===== src/logic/ldx_pkg.sv =====
// Package for the load, exchange and block move execution unit
package ldx_pkg;

	// ----------------------------------------------------------------
	// Widths
	// ----------------------------------------------------------------
	localparam int BYTE_W = 8;  // Data byte width
	localparam int WORD_W = 16; // Pair, pointer and address width

	// ----------------------------------------------------------------
	// Opcodes handled by this unit
	// ----------------------------------------------------------------
	localparam logic [7:0] OP_SWAP_ACC_FLAG = 8'h08; // Swap acc/flag pair
	localparam logic [7:0] OP_SWAP_GENERAL  = 8'hd9; // Swap general bank
	localparam logic [7:0] OP_PREFIX_EXT    = 8'hed; // Extended prefix
	localparam logic [7:0] OP_MOVE_UP_ONCE  = 8'ha0; // block_move_up_once
	localparam logic [7:0] OP_MOVE_UP_RPT   = 8'hb0; // block_move_up_repeat
	localparam logic [7:0] OP_MOVE_DN_ONCE  = 8'ha8; // block_move_down_once
	localparam logic [7:0] OP_MOVE_DN_RPT   = 8'hb8; // block_move_down_repeat
	localparam logic [7:0] OP_LOAD_PAIR_M   = 8'hcf; // Mask: 01/11/21/31
	localparam logic [7:0] OP_LOAD_PAIR_V   = 8'h01; // Load pair immediate
	localparam logic [7:0] OP_PUSH_M        = 8'hcf; // Mask: c5/d5/e5/f5
	localparam logic [7:0] OP_PUSH_V        = 8'hc5; // Push pair
	localparam logic [7:0] OP_POP_M         = 8'hcf; // Mask: c1/d1/e1/f1
	localparam logic [7:0] OP_POP_V         = 8'hc1; // Pop pair

	// ----------------------------------------------------------------
	// Opcode fields and pair codes
	// ----------------------------------------------------------------
	localparam int PAIR_MSB = 5; // Pair select field, high bit
	localparam int PAIR_LSB = 4; // Pair select field, low bit
	localparam logic [1:0] PAIR_COUNTER = 2'h0; // byte_counter_pair
	localparam logic [1:0] PAIR_DEST    = 2'h1; // destination_pointer_pair
	localparam logic [1:0] PAIR_SOURCE  = 2'h2; // source_pointer_pair
	localparam logic [1:0] PAIR_LAST    = 2'h3; // stack_pointer or acc/flag

	// ----------------------------------------------------------------
	// Reset values and steps
	// ----------------------------------------------------------------
	localparam logic [15:0] RST_PC    = 16'h0000; // First fetch address
	localparam logic [15:0] RST_SP    = 16'hffff; // Stack pointer at reset
	localparam logic [15:0] RST_PAIR  = 16'h0000; // All other pairs
	localparam logic [15:0] PTR_STEP  = 16'h0001; // Pointer/counter step
	localparam logic [15:0] CNT_ZERO  = 16'h0000; // Counter exhausted

	// ----------------------------------------------------------------
	// Types
	// ----------------------------------------------------------------
	typedef enum logic [3:0] {
		ST_FETCH, ST_EXT_FETCH, ST_IMM_LO, ST_IMM_HI,
		ST_PUSH_HI, ST_PUSH_LO, ST_POP_LO, ST_POP_HI,
		ST_MOVE_RD, ST_MOVE_WR
	} ldx_state_t;

	// Memory request toward code, stack and data store
	typedef struct packed {
		logic [WORD_W-1:0] addr;  // Byte address
		logic [BYTE_W-1:0] wdata; // Write data
		logic              write; // 1 write, 0 read
	} ldx_mem_req_t;

	// Visible processor register view
	typedef struct packed {
		logic [WORD_W-1:0] pc;
		logic [WORD_W-1:0] sp;
		logic [WORD_W-1:0] af;
		logic [WORD_W-1:0] bc;
		logic [WORD_W-1:0] de;
		logic [WORD_W-1:0] hl;
		logic [WORD_W-1:0] af_alt;
		logic [WORD_W-1:0] bc_alt;
		logic [WORD_W-1:0] de_alt;
		logic [WORD_W-1:0] hl_alt;
	} ldx_regs_t;

	localparam int REQ_W = $bits(ldx_mem_req_t); // Buffered request width

endpackage


===== src/logic/ldx_core.sv =====
// Execution unit for stack, pair load, bank exchange and block move opcodes
// Operation
// - Push high byte first; pop high last
// - Push predecrements stack; pop postincrements stack
// - Two operand bytes follow opcode, low first
// - Opcode 11: first byte E, second D
// - Opcode 08 swaps acc/flag with alternate
// - Opcode D9 swaps three general pairs
// - Both swaps are single byte, no operand
// - Move up: copy, bump pointers, decrement counter
// - Repeat form loops until counter is zero
// - Down forms decrement both pointers instead
// - Full 16-bit pointers, overlap unrestricted
`timescale 1ns/1ps
`default_nettype none

// ------------------------------------------------------------------------
// Two-entry request buffer
// ------------------------------------------------------------------------
module ldx_buffer
	import ldx_pkg::*;
#(
	parameter int W     = REQ_W, // Entry width
	parameter int DEPTH = 2      // Entry count
) (
	// Clock and reset
	input  wire logic         core_clk,
	input  wire logic         rst,
	// Filling side
	input  wire logic         in_valid,
	input  wire logic [W-1:0] in_data,
	output logic              in_ready,
	// Draining side
	output logic              out_valid,
	output logic [W-1:0]      out_data,
	input  wire logic         out_ready
);
	localparam int CW = $clog2(DEPTH + 1); // Fill count width

	typedef struct packed {
		logic [DEPTH-1:0][W-1:0] ent;   // Entry 0 is the head
		logic [CW-1:0]           cnt;   // Entries held
		logic                    valid; // Head is valid
	} ldx_buf_st_t;

	ldx_buf_st_t s_r;   // Buffer state
	ldx_buf_st_t s_nxt; // Next buffer state
	logic        push;  // Word accepted
	logic        pop;   // Word delivered
	logic [CW-1:0] widx; // Slot for incoming word

	assign in_ready  = (s_r.cnt != CW'(DEPTH)); // Full refuses new words
	assign out_valid = s_r.valid;
	assign out_data  = s_r.ent[0];

	// Shift on pop, append on push
	always_comb begin
		s_nxt = s_r;
		push  = in_valid && in_ready;
		pop   = s_r.valid && out_ready;
		widx  = s_r.cnt - CW'(pop);
		if (pop) begin
			for (int i = 0; i < DEPTH - 1; i++) begin
				s_nxt.ent[i] = s_r.ent[i + 1];
			end
		end
		if (push) begin
			s_nxt.ent[widx] = in_data;
		end
		s_nxt.cnt   = s_r.cnt + CW'(push) - CW'(pop);
		s_nxt.valid = (s_nxt.cnt != '0);
	end

	// State register
	always_ff @(posedge core_clk or posedge rst) begin
		if (rst) begin
			s_r <= '0;
		end else begin
			s_r <= s_nxt;
		end
	end
endmodule

// ------------------------------------------------------------------------
// Execution core
// ------------------------------------------------------------------------
module ldx_core
	import ldx_pkg::*;
(
	// Clock and reset
	input  wire logic          core_clk,
	input  wire logic          rst,
	// Memory request
	output logic               mem_req_valid,
	output ldx_mem_req_t       mem_req,
	input  wire logic          mem_req_ready,
	// Memory read answer
	input  wire logic          mem_rsp_valid,
	input  wire logic [7:0]    mem_rsp_data,
	// Status
	output ldx_regs_t          regs,
	output logic               retire
);
	// Whole core state
	typedef struct packed {
		ldx_state_t        st;     // Sequencer state
		ldx_regs_t         r;      // Register file
		logic [7:0]        op;     // Current opcode
		logic [7:0]        lo;     // Low byte held between accesses
		logic              wait_r; // Read accepted, answer pending
		logic              retire; // Instruction done pulse
	} ldx_core_st_t;

	ldx_core_st_t s_r;   // Core state
	ldx_core_st_t s_nxt; // Next core state
	logic         req_v; // Request to buffer
	ldx_mem_req_t req_d; // Request contents
	logic         req_rdy; // Buffer has room
	logic [REQ_W-1:0] buf_out; // Buffer head

	// ----------------------------------------------------------------
	// Request buffer, stall of memory back-pressures the sequencer
	// ----------------------------------------------------------------
	ldx_buffer #(.W(REQ_W), .DEPTH(2)) u_buf (
		.core_clk  (core_clk),
		.rst       (rst),
		.in_valid  (req_v),
		.in_data   (req_d),
		.in_ready  (req_rdy),
		.out_valid (mem_req_valid),
		.out_data  (buf_out),
		.out_ready (mem_req_ready)
	);
	assign mem_req = ldx_mem_req_t'(buf_out);
	assign regs    = s_r.r;
	assign retire  = s_r.retire;

	// Read a pair by code; code 3 is acc/flag for stack ops, else sp
	function automatic logic [15:0] pair_get(ldx_regs_t r, logic [1:0] c, logic stk);
		case (c)
			PAIR_COUNTER: pair_get = r.bc;
			PAIR_DEST:    pair_get = r.de;
			PAIR_SOURCE:  pair_get = r.hl;
			default:      pair_get = stk ? r.af : r.sp;
		endcase
	endfunction

	// Write a pair by code
	function automatic ldx_regs_t pair_set(ldx_regs_t r, logic [1:0] c, logic stk,
		logic [15:0] v);
		ldx_regs_t t;
		t = r;
		case (c)
			PAIR_COUNTER: t.bc = v;
			PAIR_DEST:    t.de = v;
			PAIR_SOURCE:  t.hl = v;
			default: begin
				if (stk) begin
					t.af = v;
				end else begin
					t.sp = v;
				end
			end
		endcase
		pair_set = t;
	endfunction

	// ----------------------------------------------------------------
	// Sequencer
	// ----------------------------------------------------------------
	always_comb begin
		logic [1:0]  pc_sel; // Pair field of opcode
		logic [15:0] pv;     // Selected pair value
		logic        down;   // Block move runs downward
		logic        rpt;    // Block move repeats
		logic [15:0] cnt;    // Counter after decrement
		pc_sel = s_r.op[PAIR_MSB:PAIR_LSB];
		pv     = pair_get(s_r.r, pc_sel, 1'b1);
		down   = (s_r.op == OP_MOVE_DN_ONCE) || (s_r.op == OP_MOVE_DN_RPT);
		rpt    = (s_r.op == OP_MOVE_UP_RPT) || (s_r.op == OP_MOVE_DN_RPT);
		cnt    = s_r.r.bc - PTR_STEP;
		s_nxt  = s_r;
		s_nxt.retire = 1'b0;
		req_v  = 1'b0;
		req_d  = '0;
		case (s_r.st)
			// Opcode fetch and dispatch
			ST_FETCH, ST_EXT_FETCH: begin
				if (!s_r.wait_r) begin
					req_v      = 1'b1;
					req_d.addr = s_r.r.pc;
					s_nxt.wait_r = req_rdy;
				end else if (mem_rsp_valid) begin
					s_nxt.wait_r = 1'b0;
					s_nxt.op     = mem_rsp_data;
					s_nxt.r.pc   = s_r.r.pc + PTR_STEP;
					s_nxt.retire = 1'b1; // Default: single byte done
					s_nxt.st     = ST_FETCH;
					if (s_r.st == ST_EXT_FETCH) begin
						// Block moves after prefix
						if ((mem_rsp_data == OP_MOVE_UP_ONCE) || (mem_rsp_data == OP_MOVE_UP_RPT)
							|| (mem_rsp_data == OP_MOVE_DN_ONCE)
							|| (mem_rsp_data == OP_MOVE_DN_RPT)) begin
							s_nxt.retire = 1'b0;
							s_nxt.st     = ST_MOVE_RD;
						end
					end else if (mem_rsp_data == OP_SWAP_ACC_FLAG) begin
						s_nxt.r.af     = s_r.r.af_alt;
						s_nxt.r.af_alt = s_r.r.af;
					end else if (mem_rsp_data == OP_SWAP_GENERAL) begin
						s_nxt.r.bc     = s_r.r.bc_alt;
						s_nxt.r.de     = s_r.r.de_alt;
						s_nxt.r.hl     = s_r.r.hl_alt;
						s_nxt.r.bc_alt = s_r.r.bc;
						s_nxt.r.de_alt = s_r.r.de;
						s_nxt.r.hl_alt = s_r.r.hl;
					end else if (mem_rsp_data == OP_PREFIX_EXT) begin
						s_nxt.retire = 1'b0;
						s_nxt.st     = ST_EXT_FETCH;
					end else if ((mem_rsp_data & OP_LOAD_PAIR_M) == OP_LOAD_PAIR_V) begin
						s_nxt.retire = 1'b0;
						s_nxt.st     = ST_IMM_LO;
					end else if ((mem_rsp_data & OP_PUSH_M) == OP_PUSH_V) begin
						s_nxt.retire = 1'b0;
						s_nxt.st     = ST_PUSH_HI;
					end else if ((mem_rsp_data & OP_POP_M) == OP_POP_V) begin
						s_nxt.retire = 1'b0;
						s_nxt.st     = ST_POP_LO;
					end
				end
			end
			// Immediate operand, low byte first
			ST_IMM_LO, ST_IMM_HI: begin
				if (!s_r.wait_r) begin
					req_v      = 1'b1;
					req_d.addr = s_r.r.pc;
					s_nxt.wait_r = req_rdy;
				end else if (mem_rsp_valid) begin
					s_nxt.wait_r = 1'b0;
					s_nxt.r.pc   = s_r.r.pc + PTR_STEP;
					if (s_r.st == ST_IMM_LO) begin
						s_nxt.lo = mem_rsp_data; // first byte low
						s_nxt.st = ST_IMM_HI;
					end else begin
						s_nxt.r  = pair_set(s_nxt.r, pc_sel, 1'b0, {mem_rsp_data, s_r.lo});
						s_nxt.retire = 1'b1;
						s_nxt.st = ST_FETCH;
					end
				end
			end
			// Push: predecrement, high byte then low byte
			ST_PUSH_HI, ST_PUSH_LO: begin
				req_v       = 1'b1;
				req_d.write = 1'b1;
				req_d.addr  = s_r.r.sp - PTR_STEP;
				req_d.wdata = (s_r.st == ST_PUSH_HI) ? pv[15:8] : pv[7:0];
				if (req_rdy) begin
					s_nxt.r.sp = s_r.r.sp - PTR_STEP;
					s_nxt.st   = (s_r.st == ST_PUSH_HI) ? ST_PUSH_LO : ST_FETCH;
					s_nxt.retire = (s_r.st == ST_PUSH_LO);
				end
			end
			// Pop: low byte then high byte, postincrement
			ST_POP_LO, ST_POP_HI: begin
				if (!s_r.wait_r) begin
					req_v      = 1'b1;
					req_d.addr = s_r.r.sp;
					s_nxt.wait_r = req_rdy;
				end else if (mem_rsp_valid) begin
					s_nxt.wait_r = 1'b0;
					s_nxt.r.sp   = s_r.r.sp + PTR_STEP;
					if (s_r.st == ST_POP_LO) begin
						s_nxt.lo = mem_rsp_data;
						s_nxt.st = ST_POP_HI;
					end else begin
						s_nxt.r  = pair_set(s_nxt.r, pc_sel, 1'b1, {mem_rsp_data, s_r.lo});
						s_nxt.retire = 1'b1;
						s_nxt.st = ST_FETCH;
					end
				end
			end
			// Block move: read source byte
			ST_MOVE_RD: begin
				if (!s_r.wait_r) begin
					req_v      = 1'b1;
					req_d.addr = s_r.r.hl;
					s_nxt.wait_r = req_rdy;
				end else if (mem_rsp_valid) begin
					s_nxt.wait_r = 1'b0;
					s_nxt.lo     = mem_rsp_data;
					s_nxt.st     = ST_MOVE_WR;
				end
			end
			// Block move: write destination, step pointers and counter
			ST_MOVE_WR: begin
				req_v       = 1'b1;
				req_d.write = 1'b1;
				req_d.addr  = s_r.r.de;
				req_d.wdata = s_r.lo;
				if (req_rdy) begin
					s_nxt.r.hl = down ? s_r.r.hl - PTR_STEP : s_r.r.hl + PTR_STEP;
					s_nxt.r.de = down ? s_r.r.de - PTR_STEP : s_r.r.de + PTR_STEP;
					s_nxt.r.bc = cnt;
					if (rpt && (cnt != CNT_ZERO)) begin
						s_nxt.st = ST_MOVE_RD; // test after decrement
					end else begin
						s_nxt.retire = 1'b1;
						s_nxt.st     = ST_FETCH;
					end
				end
			end
			default: begin
				s_nxt.st = ST_FETCH;
			end
		endcase
	end

	// State register
	always_ff @(posedge core_clk or posedge rst) begin
		if (rst) begin
			s_r        <= '0;
			s_r.st     <= ST_FETCH;
			s_r.r.pc   <= RST_PC;
			s_r.r.sp   <= RST_SP;
			s_r.r.af   <= RST_PAIR;
		end else begin
			s_r <= s_nxt;
		end
	end
endmodule

`default_nettype wire


===== config.mk =====
export PLATFORM = sky130hd
export DESIGN_NAME = ldx_core
export DESIGN_NICKNAME = d
export VERILOG_FILES = /design/src/logic/ldx_pkg.sv /design/src/logic/ldx_core.sv
export SDC_FILE = /design/constraint.sdc
export NUM_CORES = 1
export LEC_CHECK = 0
export BUFFER_PORTS_ARGS = -buffer_cell sky130_fd_sc_hd__buf_2
export CAP_MARGIN = 20
export CORE_MARGIN = 2
export CORE_UTILIZATION = 55
export DETAILED_ROUTE_END_ITERATION = 16
export PLACE_DENSITY = 0.76
export SYNTH_ARGS = -nofsm -noshare
export SYNTH_HDL_FRONTEND = slang
export SYNTH_SLANG_ARGS = --single-unit

===== constraint.sdc =====
create_clock -name core_clk -period 11.05 [get_ports core_clk]
set_clock_uncertainty 0.2 [all_clocks]
set_input_delay 1.6575 -clock core_clk [delete_from_list [all_inputs] [get_ports core_clk]]
set_output_delay 1.6575 -clock core_clk [all_outputs]
set_load 0.05 [all_outputs]

Yosys cells after proc, flatten, opt, wreduce, memory -nomap -nowiden
Cells that the tools add are included.
{"block": "totals", "register_bits": 235, "input_bits": 12, "output_inout_bits": 187}
{"block": "classes", "add_sub_neg": 11, "order_cmp": 2, "eq_ne": 45, "muxes": 94, "n_bitwise": 4, "reduce_logical": 36}
{"cell": "164-bit 2-to-1 mux", "count": 4}
{"cell": "136-bit 2-to-1 mux", "count": 2}
{"cell": "128-bit 2-to-1 mux", "count": 2}
{"cell": "48-bit 2-to-1 mux", "count": 5}
{"cell": "16-bit 2-to-1 mux", "count": 13}
{"cell": "16-bit case mux with 3 select lines", "count": 4}
{"cell": "48-bit case mux with 4 select lines", "count": 1}
{"cell": "64-bit case mux with 3 select lines", "count": 1}
{"cell": "144-bit 2-to-1 mux", "count": 1}
{"cell": "16-bit case mux with 5 select lines", "count": 1}
{"cell": "25-bit 2-to-1 mux", "count": 3}
{"cell": "8-bit equality test, second input constant", "count": 9}
{"cell": "16-bit by 1-bit adder with 16-bit output, second input constant", "count": 4}
{"cell": "16-bit by 1-bit subtractor with 16-bit output, second input constant", "count": 4}
{"cell": "50-bit bitwise mux", "count": 1}
{"cell": "4-bit 2-to-1 mux", "count": 12}
{"cell": "8-bit 2-to-1 mux", "count": 6}
{"cell": "2-bit inequality test, second input constant", "count": 21}
{"cell": "20-bit 2-to-1 mux", "count": 2}
{"cell": "25-bit demux with 1-bit select", "count": 1}
{"cell": "4-bit case mux with 6 select lines", "count": 1}
{"cell": "8-bit case mux with 3 select lines", "count": 1}
{"cell": "1-bit 2-to-1 mux", "count": 21}
{"cell": "10-bit 2-to-1 mux", "count": 2}
{"cell": "other kinds (40)", "count": 70}

Depth between registers and ports, before layout
{"block": "logic_depth", "ltp_word": 11, "depth_mapped": 13}

Hierarchy
A second synthesis with hierarchy kept.
{"block": "unflattened", "hier_cells": 1619, "hier_area_um2": 15248.4}
{"mod": "ldx_core", "n_inst": 1, "cells_per_inst": 1412, "area_each_um2": 12705.9}
{"mod": "ldx_buffer", "n_inst": 1, "cells_per_inst": 207, "area_each_um2": 2542.4}

Least setup slack after synthesis
OpenSTA, ideal clock, no wires.
{"block": "synth_path", "path_kind": "flip-flop to flip-flop", "start": "reg s_r[10] (netlist bit)", "end": "reg s_r, in the netlist regs[88]", "setup_ps": 137, "arrival_time_ps": 3571, "setup_slack_ps": 7142, "stages_incl_launch_ff": 13, "path_buffers": 1, "period_less_slack_ps": 3908, "path_cell_list": "dfrtp_1 > nor4_1 > and2_1 > and3_1 > clkbuf_1 > ha_1 > nor2b_1 > o31a_1 > or4_1 > a21oi_1 > xnor2_1 > a222oi_1 > a21oi_1"}
{"block": "synth_via", "elab_chain_cells": 5, "elab_cells_between_ends": 6}
{"item": "from (decl)", "line_no": "ldx_core.sv:114", "text": "ldx_core_st_t s_r;"}
{"item": "from (signal assigned)", "line_no": "ldx_core.sv:327", "text": "s_r <= s_nxt;"}
{"item": "8-bit equality test", "line_no": "ldx_core.sv:179", "text": "down = (s_r.op == OP_MOVE_DN_ONCE) || (s_r.op == OP_MOVE_DN_RPT);"}
{"item": "1-bit logical OR *", "line_no": "ldx_core.sv:179"}
{"item": "16-bit 2-to-1 mux *", "line_no": "ldx_core.sv:302", "text": "s_nxt.r.de = down ? s_r.r.de - PTR_STEP : s_r.r.de + PTR_STEP;"}
{"item": "48-bit 2-to-1 mux *", "line_no": "ldx_core.sv:300", "text": "if (req_rdy) begin"}
{"item": "48-bit case mux with 4 select lines *", "line_no": "ldx_core.sv:186", "text": "case (s_r.st)"}
Mark *: on every way between the ends. The rest lies on a longest branch, timed or not. The select of a mux whose other input is x is not followed.
A chain may end at the register's enable or synchronous reset.

Final worst setup path
{"block": "layout_path", "start": "reg s_r[11] (netlist bit)", "end": "reg s_r, in the netlist regs[79]"}
{"block": "layout_via", "elab_chain_cells": 5, "elab_cells_between_ends": 6}
{"item": "8-bit equality test", "line_no": "ldx_core.sv:179"}
{"item": "1-bit logical OR *", "line_no": "ldx_core.sv:179"}
{"item": "16-bit 2-to-1 mux *", "line_no": "ldx_core.sv:301", "text": "s_nxt.r.hl = down ? s_r.r.hl - PTR_STEP : s_r.r.hl + PTR_STEP;"}
{"item": "48-bit 2-to-1 mux *", "line_no": "ldx_core.sv:300"}
{"item": "48-bit case mux with 4 select lines *", "line_no": "ldx_core.sv:186"}
Marked as above.

==> results by group <==
Yosys
  • Post-synthesis sequential area ratio: a little under two fifths
  • Number of enable flip-flop cells after synthesis: 0
  • Number of library cell types mapped by synthesis: 78
  • Syn Inst Count: 1752
  • Top cells by area, synth: dfrtp_1 35%, buf_4 9.1%, nand2_1 5.9%, o21ai_0 5.4%, mux2_2 3.7%
  • Yosys Warn Count: 0
  • Top FF cell, synth: dfrtp_1
  • Syn Area/Cell: a little under 9 um2
  • Syn nets: between 1500 and 2000
  • Post-synth top area share: 35.4%
  • Mapped cell area: 15500 um2
  • Synth Register Bits: roughly 240
  • Cell taking the most area after synthesis: dfrtp_1
  • FFs w/ async S/R, synth: 100%

Timing
  • Final min period: 3970 ps
  • Relative slew slack: 27.9%
  • Max-slew violations: 0
  • RSZ-0062 raised after global routing: false
  • Setup TNS: 0 ps
  • Maximum operating frequency: 252 MHz
  • Hold Fails Final Rpt: 0
  • Worst-Margin Slew: 1070 ps
  • Endpoints failing setup: 0
  • Period utilization: 35.9%

Clock network
  • Post-CTS sizing: 0
  • H-tree depth: 1
  • Clock Path Buffers: 3
  • Clock slew at reported path FFs: 60 ps
  • CTS Hold Buffers Added: 0
  • Clock Sink Count: 235
  • Clock latency on the worst-skew pair: ~550 ps
  • Num CTS Buffers: 26
  • CTS tree: yes
  • Setup Fix Bufs, Post-CTS: 0
  • CTS Root Cell: clkbuf_16

Routing
  • Initial DRT Pass Iterations: 8
  • ANT nets after route: 0
  • DRC Markers: 0
  • Via density: 6.38
  • DR WL/cell: 22.8 um
  • Final wirelength: 47800 um
  • DR vias: 13355
  • Initial drt markers: 1809

Floorplanning
  • Die H: 172 um
  • # rows: between 60 and 70
  • Die footprint: 29500 um2
  • Initial core utilization: a little under three fifths
  • Core region area: ~28000 um2
  • IO Pins: 199
  • Die outline width: 172 um

Power and ir drop
  • Sw frac: 48.6%
  • Clk pwr share: about a fifth
  • Psw: 2130 uW
  • Max IR drop VDD: 0.177 mV
  • Comb pwr share: 46.2%
  • Int Power: 2250 uW
  • Leak: roughly 0.0074 uW
  • Seq pwr share: approximately a third
  • Pwr per Cell Area: 271 nW/um2

Global routing
  • GRT Total Usage: 31.9%
  • First-pass GRT wire length: 72300 um
  • Initial antenna violation count: 0
  • GRT Residual Overflow: 0
  • Vias in the first global route: 11998
  • Pin count of the biggest net entering global routing: between 90 and 100

Flow run
  • Maxcap violations: 0

Critical path
  • Arrival @ worst endpoint: between 4000 and 5000 ps
  • Setup CP Type: reg2reg
  • R2R Path End: regs[79]$_DFFE_PP0P_
  • Worst setup path endpoint: regs[79]$_DFFE_PP0P_
  • Worst r2r src: s_r[11]$_DFFE_PP0P_
  • Crit path max fanout: 37
  • Reg2reg setup slack: 7080 ps
  • R2r worst-path depth: 12
  • Crit. End Element: register
  • Crit path launch: s_r[11]$_DFFE_PP0P_
  • Critical Path Source Type: register
  • Worst endpoint required time: 11270 ps

Final layout
  • Fin util: approximately 58%
  • Ratio of cells with drive above 1 in the final layout: 22.3%
  • Area growth from synthesis to layout: 4.08%
  • NumNets Final: ~1700
  • Fillers: 2471

Placement
  • Placer Congestion: 0.953
  • PortBufs: between 150 and 200
  • Post-DP HPWL: 32800 um

Worst hold path
  • Hold WC Path Type: reg2reg
  • Hold path start: u_buf.s_r[51]$_DFFE_PP0P_

Run status
  • Status: complete, no violations
metrics by stage:
step / hold slack, ps / setup WS (ps) / cells / power (uW) / instance area (um2)
4_1_cts: 279 / 7170 / 2087 / 4330 / 16000
5_1_grt: 305 / 6960 / 2092 / 4590 / 16100
2_1_floorplan: 246 / 2770 / 1752 / 3100 / 15500
3_3_place_gp: 257 / 6880 / 2041 / 3420 / 15200
6_report: 273 / 7080 / 2093 / 4370 / 16100
3_5_place_dp: 266 / 6770 / 2041 / 3470 / 15200
flip-flops by register name (all words and copies together) (netlist names):
register,count
u_buf.s_r,27
u_buf.out_valid,1
regs,160
u_buf.out_data,25
s_r,21
retire,1
power by group through the flow:
stage	clock network, uW	logic (uW)	registers (uW)
final	851	2020	1500
after global routing	893	2180	1520
after CTS	861	1970	1490
after detailed placement	0	1960	1510
after global placement	0	1920	1500
after floorplan	0	1830	1270
worst max-delay path, cell delays in order, from the launching register on:
cell,delay [ps]
dfrtp_1,410
nor4_1,330
and2_1,200
and3_1,160
buf_4,390
ha_1,330
a211oi_1,400
o211ai_1,190
a41oi_1,290
a21oi_1,150
o31ai_1,370
mux2i_1,130
a221o_1,260
final cells by class:
type,count,area (um2),share of cell area (%)
Sequential cell,235,5900,36.6
Tap cell,378,473,2.94
Clock inverter,7,66.3,0.412
Inverter,29,116,0.722
Antenna cell,1,2.50,0.0155
Multi-Input combinational cell,1181,7550,46.9
Clock buffer,39,761,4.72
Timing Repair Buffer,223,1240,7.69
placed cells by master, fill, tap and decap left out, drive strengths merged, types with 14 or more instances in the layout:
cell and count:
xnor2 41, dfstp 16, a21oi 98, a222oi 39, mux2 51, clkbuf 39, nor3 31, nor4 16
nor2 119, mux2i 17, o31ai 20, buf 223, inv 28, and3 34, nand2 244, o21ai 190
ha 35, a211oi 18, mux4 14, dfrtp 219, a31oi 15, nand3 27
worst min-delay path by stage:
| stage | endpoint | slack, ps | cells after the start |
|---|---|---|---|
| after floorplan | u_buf.s_r[29]$_DFFE_PP0P_ | 250 | 2 |
| after global placement | u_buf.s_r[50]$_DFFE_PP0P_ | 260 | 2 |
| after detailed placement | u_buf.s_r[51]$_DFFE_PP0P_ | 270 | 2 |
| after CTS | u_buf.s_r[51]$_DFFE_PP0P_ | 280 | 2 |
| after global routing | u_buf.s_r[51]$_DFFE_PP0P_ | 300 | 2 |
| final | u_buf.s_r[51]$_DFFE_PP0P_ | 270 | 2 |
kinds of logic after synthesis:
| family | count (synthesis) | synth area share (%) |
|---|---|---|
| AND/OR/NAND/NOR | 545 | 16.5 |
| AO/OA/AOI/OAI | 463 | 19.2 |
| buffers and inverters | 336 | 13.2 |
| flip-flops | 235 | 38.1 |
| multiplexers | 82 | 6.85 |
| XOR/XNOR | 54 | 3.06 |
| adder cells (fa/ha/maj) | 37 | 3.09 |
synth_stat cells, drive strengths merged (9+ instances only):
cell,count
a21oi,98
o21a,12
nand2b,11
dfstp,16
nor4,16
buf,227
nor2,119
mux2i,17
mux4,14
xnor2,41
mux2,51
a211oi,18
o31ai,20
ha,35
a21o,9
or3,12
xor2,13
o21ai,190
clkbuf,80
dfrtp,219
nor3,31
inv,28
a22oi,10
and3,34
nand2,244
nand3,27
nand4,13
o211ai,9
a31oi,15
a222oi,39
per-layer routing:
metal / vias up / part of all wire (%) / GRT usage [%]
met2: 836 / 44 / 48.2
met3: 166 / 11 / 6.86
met1: 6382 / 40 / 44.3
li1: 5971 / - / -
met4: 0 / 4.9 / 14.1
met5: - / 0 / 0
Power figures use the tool's default switching activity.
